[config.mk]
export PLATFORM = sky130hd
export DESIGN_NAME = interval_timer
export DESIGN_NICKNAME = d
export VERILOG_FILES = /design/src/common/timer_pkg.sv /design/src/verilog/pin_sync.sv /design/src/verilog/interval_timer.sv
export SDC_FILE = /design/constraint.sdc
export NUM_CORES = 1
export LEC_CHECK = 0
export BUFFER_PORTS_ARGS = -buffer_cell sky130_fd_sc_hd__buf_2
export CORE_MARGIN = 8
export CORE_UTILIZATION = 54
export CTS_CLUSTER_DIAMETER = 80
export DETAILED_ROUTE_END_ITERATION = 10
export HOLD_SLACK_MARGIN = 0.12
export PLACE_DENSITY = 0.78
export SYNTH_ARGS = -nofsm -noshare
export SYNTH_HDL_FRONTEND = slang
export SYNTH_SLANG_ARGS = --single-unit
[constraint.sdc]
create_clock -name clk_i -period 3.5 [get_ports clk_i]
set_input_delay 1.05 -clock clk_i [delete_from_list [all_inputs] [get_ports clk_i]]
set_output_delay 1.05 -clock clk_i [all_outputs]
set_load 0.005 [all_outputs]
[src/common/timer_pkg.sv]
package timer_pkg;

  localparam int unsigned ADDR_W = 16;
  localparam int unsigned DATA_W = 16;
  localparam int unsigned PRESC_W = 8;

  // Register addresses
  localparam logic [15:0] CTRL_ADDR   = 16'h0100;
  localparam logic [15:0] COUNT_ADDR  = 16'h0102;
  localparam logic [15:0] PERIOD_ADDR = 16'h0104;
  localparam logic [15:0] MDIS_ADDR   = 16'h0760;

  // Field positions in timer_control_reg
  localparam int unsigned SRC_BIT   = 1;
  localparam int unsigned SYNC_BIT  = 2;
  localparam int unsigned PRESC_LO  = 4;
  localparam int unsigned PRESC_HI  = 5;
  localparam int unsigned GATE_BIT  = 6;
  localparam int unsigned ON_BIT    = 15;
  // Field position in module_disable_reg_one
  localparam int unsigned TMR_DIS_BIT = 11;

  // Implemented bits; all others read as zero
  localparam logic [15:0] CTRL_MASK = 16'h8076;
  localparam logic [15:0] MDIS_MASK = 16'h0800;

  // Values after reset
  localparam logic [15:0] CTRL_RESET   = 16'h0000;
  localparam logic [15:0] COUNT_RESET  = 16'h0000;
  localparam logic [15:0] PERIOD_RESET = 16'hFFFF;
  localparam logic [15:0] MDIS_RESET   = 16'h0000;
  localparam logic [PRESC_W-1:0] PRESC_RESET = 8'h00;

  // Prescaler terminal counts for 1:1, 1:8, 1:64, 1:256
  localparam logic [PRESC_W-1:0] PRESC_LIM_1   = 8'h00;
  localparam logic [PRESC_W-1:0] PRESC_LIM_8   = 8'h07;
  localparam logic [PRESC_W-1:0] PRESC_LIM_64  = 8'h3F;
  localparam logic [PRESC_W-1:0] PRESC_LIM_256 = 8'hFF;

  typedef enum logic [1:0] {
    MODE_TIMER,
    MODE_GATED,
    MODE_SYNC_CNT,
    MODE_ASYNC_CNT
  } mode_t;

  function automatic mode_t decode_mode(input logic src, input logic gate, input logic sync);
    mode_t m;
    if (!src) begin
      m = gate ? MODE_GATED : MODE_TIMER;
    end else begin
      m = sync ? MODE_SYNC_CNT : MODE_ASYNC_CNT;
    end
    return m;
  endfunction : decode_mode

endpackage : timer_pkg

[src/verilog/pin_sync.sv]
`timescale 1ns/100ps
`default_nettype none

module pin_sync
  import timer_pkg::*;
(
  input  wire logic       clk_i,
  input  wire logic       reset_n_i,
  input  wire logic [1:0] async_i,
  output var  logic [1:0] sync_o
);

  logic [1:0] meta_q;
  logic [1:0] sync_q;

  // First stage feeds only the second
  always_ff @(posedge clk_i or negedge reset_n_i) begin
    if (!reset_n_i) begin
      meta_q <= 2'h0;
      sync_q <= 2'h0;
    end else begin
      meta_q <= async_i;
      sync_q <= meta_q;
    end
  end

  assign sync_o = sync_q;

endmodule : pin_sync

`default_nettype wire

[src/verilog/interval_timer.sv]
// Summary of operation
// - The timer is a 16-bit counter that runs free as an interval timer or counts external events.
// - An asynchronous counter mode advances on the external clock with no resync stage at the prescaler output.
// - When sync is selected, the external count clock gets a further resync stage after the prescaler, on top of the pin synchroniser before it.
// - Timer and gated timer modes count the instruction-cycle clock.
// - Synchronous and asynchronous counter modes count the external count clock pin.
// - The clock source select bit sits at bit 1 of the timer control register.
// - The external clock sync select bit sits at bit 2 of the timer control register.
// - The gate enable bit sits at bit 6 of the timer control register.
// - Source 0/gate 0 is timer, 0/1 gated timer, source 1/sync 1 sync counter, 1/0 async counter.
// - The module disable register resets to all zeros, leaving the timer enabled, and unused bits read zero.
//
// The plain strobed port was decided locally.
`timescale 1ns/100ps
`default_nettype none

module interval_timer
  import timer_pkg::*;
(
  input  wire logic              clk_i,
  input  wire logic              reset_n_i,
  input  wire logic [ADDR_W-1:0] addr_i,
  input  wire logic [DATA_W-1:0] wr_data_i,
  input  wire logic              wr_i,
  input  wire logic              rd_i,
  output var  logic [DATA_W-1:0] rd_data_o,
  input  wire logic              ext_count_clock_pin_i,
  input  wire logic              ext_gate_i,
  output var  logic [DATA_W-1:0] count_o,
  output var  logic              period_match_o,
  output var  logic              timer_active_o
);

  function automatic logic [PRESC_W-1:0] presc_limit(input logic [1:0] sel);
    logic [PRESC_W-1:0] lim;
    case (sel)
      2'h0:    lim = PRESC_LIM_1;
      2'h1:    lim = PRESC_LIM_8;
      2'h2:    lim = PRESC_LIM_64;
      default: lim = PRESC_LIM_256;
    endcase
    return lim;
  endfunction : presc_limit

  // Register state
  logic [DATA_W-1:0] ctrl_q;
  logic [DATA_W-1:0] ctrl_d;
  logic [DATA_W-1:0] period_q;
  logic [DATA_W-1:0] period_d;
  logic [DATA_W-1:0] mdis_q;
  logic [DATA_W-1:0] mdis_d;
  logic [DATA_W-1:0] rd_data_q;
  logic [DATA_W-1:0] rd_data_d;

  // Counting state
  logic [DATA_W-1:0]  count_q;
  logic [DATA_W-1:0]  count_d;
  logic [PRESC_W-1:0] presc_q;
  logic [PRESC_W-1:0] presc_d;
  logic               sync_stage_q;
  logic               sync_stage_d;
  logic               ext_prev_q;
  logic               ext_prev_d;
  logic               match_q;
  logic               match_d;

  // Decoded control
  logic              clock_source_select;
  logic              ext_clock_sync_select;
  logic              gate_enable;
  logic              timer_on;
  logic              timer_disable_bit;
  logic [1:0]        presc_sel;
  mode_t             mode;
  logic              active;
  logic [1:0]        pins_s;
  logic              ext_s;
  logic              gate_s;
  logic              ext_rise;
  logic              presc_in;
  logic              presc_out;
  logic              count_tick;
  logic              ctrl_wr;
  logic              count_wr;
  logic              period_wr;
  logic              mdis_wr;

  // Both pins cross into clk_i before anything looks at them
  pin_sync u_pin_sync (
    .clk_i     (clk_i),
    .reset_n_i (reset_n_i),
    .async_i   ({ext_gate_i, ext_count_clock_pin_i}),
    .sync_o    (pins_s)
  );

  assign ext_s  = pins_s[0];
  assign gate_s = pins_s[1];

  assign clock_source_select   = ctrl_q[SRC_BIT];
  assign ext_clock_sync_select = ctrl_q[SYNC_BIT];
  assign gate_enable           = ctrl_q[GATE_BIT];
  assign timer_on              = ctrl_q[ON_BIT];
  assign presc_sel             = ctrl_q[PRESC_HI:PRESC_LO];
  assign timer_disable_bit     = mdis_q[TMR_DIS_BIT];

  assign mode   = decode_mode(clock_source_select, gate_enable, ext_clock_sync_select);
  assign active = timer_on && !timer_disable_bit;

  assign ctrl_wr   = wr_i && (addr_i == CTRL_ADDR);
  assign count_wr  = wr_i && (addr_i == COUNT_ADDR);
  assign period_wr = wr_i && (addr_i == PERIOD_ADDR);
  assign mdis_wr   = wr_i && (addr_i == MDIS_ADDR);

  assign ext_rise = ext_s && !ext_prev_q;

  // Prescaler input selection
  always_comb begin
    presc_in = 1'b0;
    if (active) begin
      case (mode)
        MODE_TIMER:     presc_in = 1'b1;
        MODE_GATED:     presc_in = gate_s;
        MODE_SYNC_CNT:  presc_in = ext_rise;
        MODE_ASYNC_CNT: presc_in = ext_rise;
        default:        presc_in = 1'b0;
      endcase
    end
  end

  // Prescaler and post-prescaler sync stage
  always_comb begin
    presc_d      = presc_q;
    presc_out    = 1'b0;
    sync_stage_d = 1'b0;
    ext_prev_d   = ext_s;
    if (!active) begin
      presc_d = PRESC_RESET;
    end else if (presc_in) begin
      if (presc_q >= presc_limit(presc_sel)) begin
        presc_d   = PRESC_RESET;
        presc_out = 1'b1;
      end else begin
        presc_d = presc_q + 8'h01;
      end
    end
    // Resync sits after the divider so the divider sees every edge
    sync_stage_d = active && (mode == MODE_SYNC_CNT) && presc_out;
  end

  // Async mode takes the divider output straight; sync mode waits one stage
  assign count_tick = active && ((mode == MODE_SYNC_CNT) ? sync_stage_q : presc_out);

  // Counter
  always_comb begin
    count_d = count_q;
    match_d = 1'b0;
    if (count_wr) begin
      count_d = wr_data_i;
    end else if (count_tick) begin
      if (count_q == period_q) begin
        count_d = COUNT_RESET;
        match_d = 1'b1;
      end else begin
        count_d = count_q + 16'h0001;
      end
    end
  end

  // Register writes and read mux
  always_comb begin
    ctrl_d    = ctrl_q;
    period_d  = period_q;
    mdis_d    = mdis_q;
    rd_data_d = 16'h0000;
    if (ctrl_wr) begin
      ctrl_d = wr_data_i & CTRL_MASK;
    end
    if (period_wr) begin
      period_d = wr_data_i;
    end
    if (mdis_wr) begin
      mdis_d = wr_data_i & MDIS_MASK;
    end
    if (rd_i) begin
      case (addr_i)
        CTRL_ADDR:   rd_data_d = ctrl_q;
        COUNT_ADDR:  rd_data_d = count_q;
        PERIOD_ADDR: rd_data_d = period_q;
        MDIS_ADDR:   rd_data_d = mdis_q;
        default:     rd_data_d = 16'h0000;
      endcase
    end
  end

  always_ff @(posedge clk_i or negedge reset_n_i) begin
    if (!reset_n_i) begin
      ctrl_q       <= CTRL_RESET;
      period_q     <= PERIOD_RESET;
      mdis_q       <= MDIS_RESET;
      rd_data_q    <= 16'h0000;
      count_q      <= COUNT_RESET;
      presc_q      <= PRESC_RESET;
      sync_stage_q <= 1'b0;
      ext_prev_q   <= 1'b0;
      match_q      <= 1'b0;
    end else begin
      ctrl_q       <= ctrl_d;
      period_q     <= period_d;
      mdis_q       <= mdis_d;
      rd_data_q    <= rd_data_d;
      count_q      <= count_d;
      presc_q      <= presc_d;
      sync_stage_q <= sync_stage_d;
      ext_prev_q   <= ext_prev_d;
      match_q      <= match_d;
    end
  end

  assign rd_data_o      = rd_data_q;
  assign count_o        = count_q;
  assign period_match_o = match_q;
  assign timer_active_o = active;
endmodule : interval_timer

`default_nettype wire

==> flow_metrics.env <==
export IMPL_wl_per_cell_microns=19.0
export IMPL_endpoint_kind="flop"
export IMPL_yosys_warnings=0
export IMPL_synth_largest_area_cell="dfrtp_1"
export IMPL_final_cell_mix="buf_2 (71), dfrtp_1 (54), nor2_1 (35)"
export IMPL_drc=0
export IMPL_seq_area_frac_synth_pct=46.6
export IMPL_clockBufferDepth=2
export IMPL_worst_pin_slew_ps=1030
export IMPL_ios=72
export IMPL_chipHeight_microns=99.9
export IMPL_route_vias_total=3271
export IMPL_synthArstFlopShare_pct=100
export IMPL_timing_worst_setup_path_type="reg2reg"
export IMPL_grt_max_degree=36
export IMPL_htreeDepth=3
export IMPL_dieArea_sq_um=9980
export IMPL_yosysTopAreaCellShare_pct=35.6
export IMPL_start_util_pct=55.9
export IMPL_hold_class="reg2reg"
export IMPL_grt_pass1_vias=3237
export IMPL_final_common_cell="buf_2"
export IMPL_relSlewSlack_pct=31.1
export IMPL_syn_avg_cell_area_sq_um=10.6
export IMPL_cp_required_ps=3730
export IMPL_gr_usage_all_layers_pct=21.4
export IMPL_synth_edff_count=0
export IMPL_period_share_pct=83.0
export IMPL_power_leakage_nw=2.05
export IMPL_fp_dieW_microns=99.9
export IMPL_path_clk_slew_ps=80
export IMPL_nNetsFinal=483
export IMPL_netlist_instances=359
export IMPL_cts_setup_buffers=0
export IMPL_netlist_top_cells_area="dfrtp_1 (36%), dfstp_2 (11%), mux2_2 (4.1%)"
export IMPL_synth_nets=405
export IMPL_clock_root_buffer="clkbuf_8"
export IMPL_report_final_slew_viol_count=0
export IMPL_io_buffers=71
export IMPL_fmax_ghz=0.344
export IMPL_synth_ff_type="dfrtp_1"
export IMPL_finalHoldViolCount=0
export IMPL_start_kind="flop"
export IMPL_drt_initial_drc_count=289
export IMPL_grt_setup_unrepaired="false"
export IMPL_final_core_util_pct=65.8
export IMPL_rows=30
export IMPL_cp_max_fo=11
export IMPL_syn2layout_area_growth_pct=17.6
export IMPL_cts_hold_buf=0
export IMPL_drt_wl_total_microns=10200
export IMPL_outcome="completed"
export IMPL_yosysUniqueCellTypes=55
export IMPL_layout_drive_gt1_share_pct=31.4
export IMPL_grt_overflow=0
export IMPL_routed_via_density=6.08
export IMPL_antenna_found_initial=0
export IMPL_clk_latency_ps=350
export IMPL_ir_drop_mv=0.232
export IMPL_tns_ps=0
export IMPL_cts_tree="done"
export IMPL_synth_seq_cells=70
export IMPL_maxCapViolCount=0
export IMPL_dr_pass1_iters=5
export IMPL_antenna_cells=0
export IMPL_period_minus_slack_ps=2900
export IMPL_place_detailed_hpwl_microns=7480
export IMPL_grt_pass1_wl_microns=16900
export IMPL_cts_resized=0
export IMPL_power_density_nw_per_um2=342
export IMPL_mappedNetlistArea_sq_um=3800
export IMPL_core_sq_um=6790
export IMPL_setup_viol=0
export IMPL_detail_route_antenna_nets=0
export IMPL_place_congestion=0.916
export IMPL_cts_buffers=9
export IMPL_cp_arrival_ps=3130
export IMPL_finClkSkew_ps=12.9
export IMPL_cts_sinks=70
==> cells in the mapped netlist (8+ instances only) <==
cell and n:
nor2b_1 11, mux2_4 10, a22oi_1 10, nor2_1 35, o21ai_0 15, mux2_2 14, dfrtp_1 54, a31oi_1 12
a21oi_1 20, xor2_1 16, ha_1 8, and3_1 8, nand2_1 17, clkbuf_1 8, nand3_1 8, dfstp_2 16
==> final timing paths <==
check,end,slack [ps],from,depth (start not counted)
min,u_pin_sync.sync_o[1]$_DFF_PN0_,350,u_pin_sync.meta_q[1]$_DFF_PN0_,0
max reg2reg,count_o[10]$_DFFE_PN0P_,600,ctrl_q[5]$_DFFE_PN0P_,8
min in group asynchronous,u_pin_sync.meta_q[0]$_DFF_PN0_,800,reset_n_i,1
max in group asynchronous,period_q[0]$_DFFE_PN1P_,1980,reset_n_i,2
min reg2reg,u_pin_sync.sync_o[1]$_DFF_PN0_,350,u_pin_sync.meta_q[1]$_DFF_PN0_,0
max,count_o[10]$_DFFE_PN0P_,600,ctrl_q[5]$_DFFE_PN0P_,8
==> power breakdown <==
| part | total, mW | internal [mW] | switching, mW |
|---|---|---|---|
| sequential | 0.817 | 0.814 | 0.00365 |
| clock | 0.642 | 0.351 | 0.291 |
| combinational | 0.0709 | 0.0273 | 0.0436 |
==> sequential cells by signal (all words and copies together) (netlist names) <==
| register | count |
|---|---|
| count_o | 16 |
| period_q | 16 |
| rd_data_o | 16 |
| presc_q | 8 |
| ctrl_q | 6 |
| u_pin_sync.meta_q | 2 |
| u_pin_sync.sync_o | 2 |
| ext_prev_q | 1 |
| mdis_q | 1 |
| period_match_o | 1 |
| sync_stage_q | 1 |
==> routing by layer <==
layer	up-vias	wire length, microns	GRT usage (%)
met4	0	168	8.03
li1	1506	-	-
met5	-	0	0
met1	1592	4450	29.2
met3	18	929	5.61
met2	155	4700	31.5
==> critical path, stage by stage (launching register included) <==
cell     delay (ps)
dfrtp_1         480
inv_1           120
ha_1            320
a21oi_1         120
o21ai_0         170
a22o_1          260
o21ai_1         740
nor4_1          220
a221o_1         350
==> final cells by class <==
class	count	area, sq um
well taps	96	120
repair buffers	81	443
inverters	6	22.5
multi-input cells	269	1930
fillers	553	2320
clock inverters	1	30.0
clock buffers	15	156
flip-flops and latches	70	1770
==> cells by family after synthesis <==
family / synth area share [%]
and+or+nand+nor: 18.4
AOI/OAI and AO/OA: 17.1
DFF: 46.6
muxes: 8.63
buffers and inverters: 2.67
xor gates and xnor gates: 3.92
adders and majority gates: 2.63
==> metrics by stage <==
stage                     hold slack, ps  setup slack, ps  power, mW  cells  area, sq um
after floorplan                      331              657      0.848    359         3800
after global placement               332              582      0.902    522         4280
after detailed placement             336              475      0.904    522         4280
after CTS                            354              633       1.55    538         4470
after global routing                 362              273       1.59    538         4470
final                                351              595       1.53    538         4470
Power figures use the tool's default switching activity.
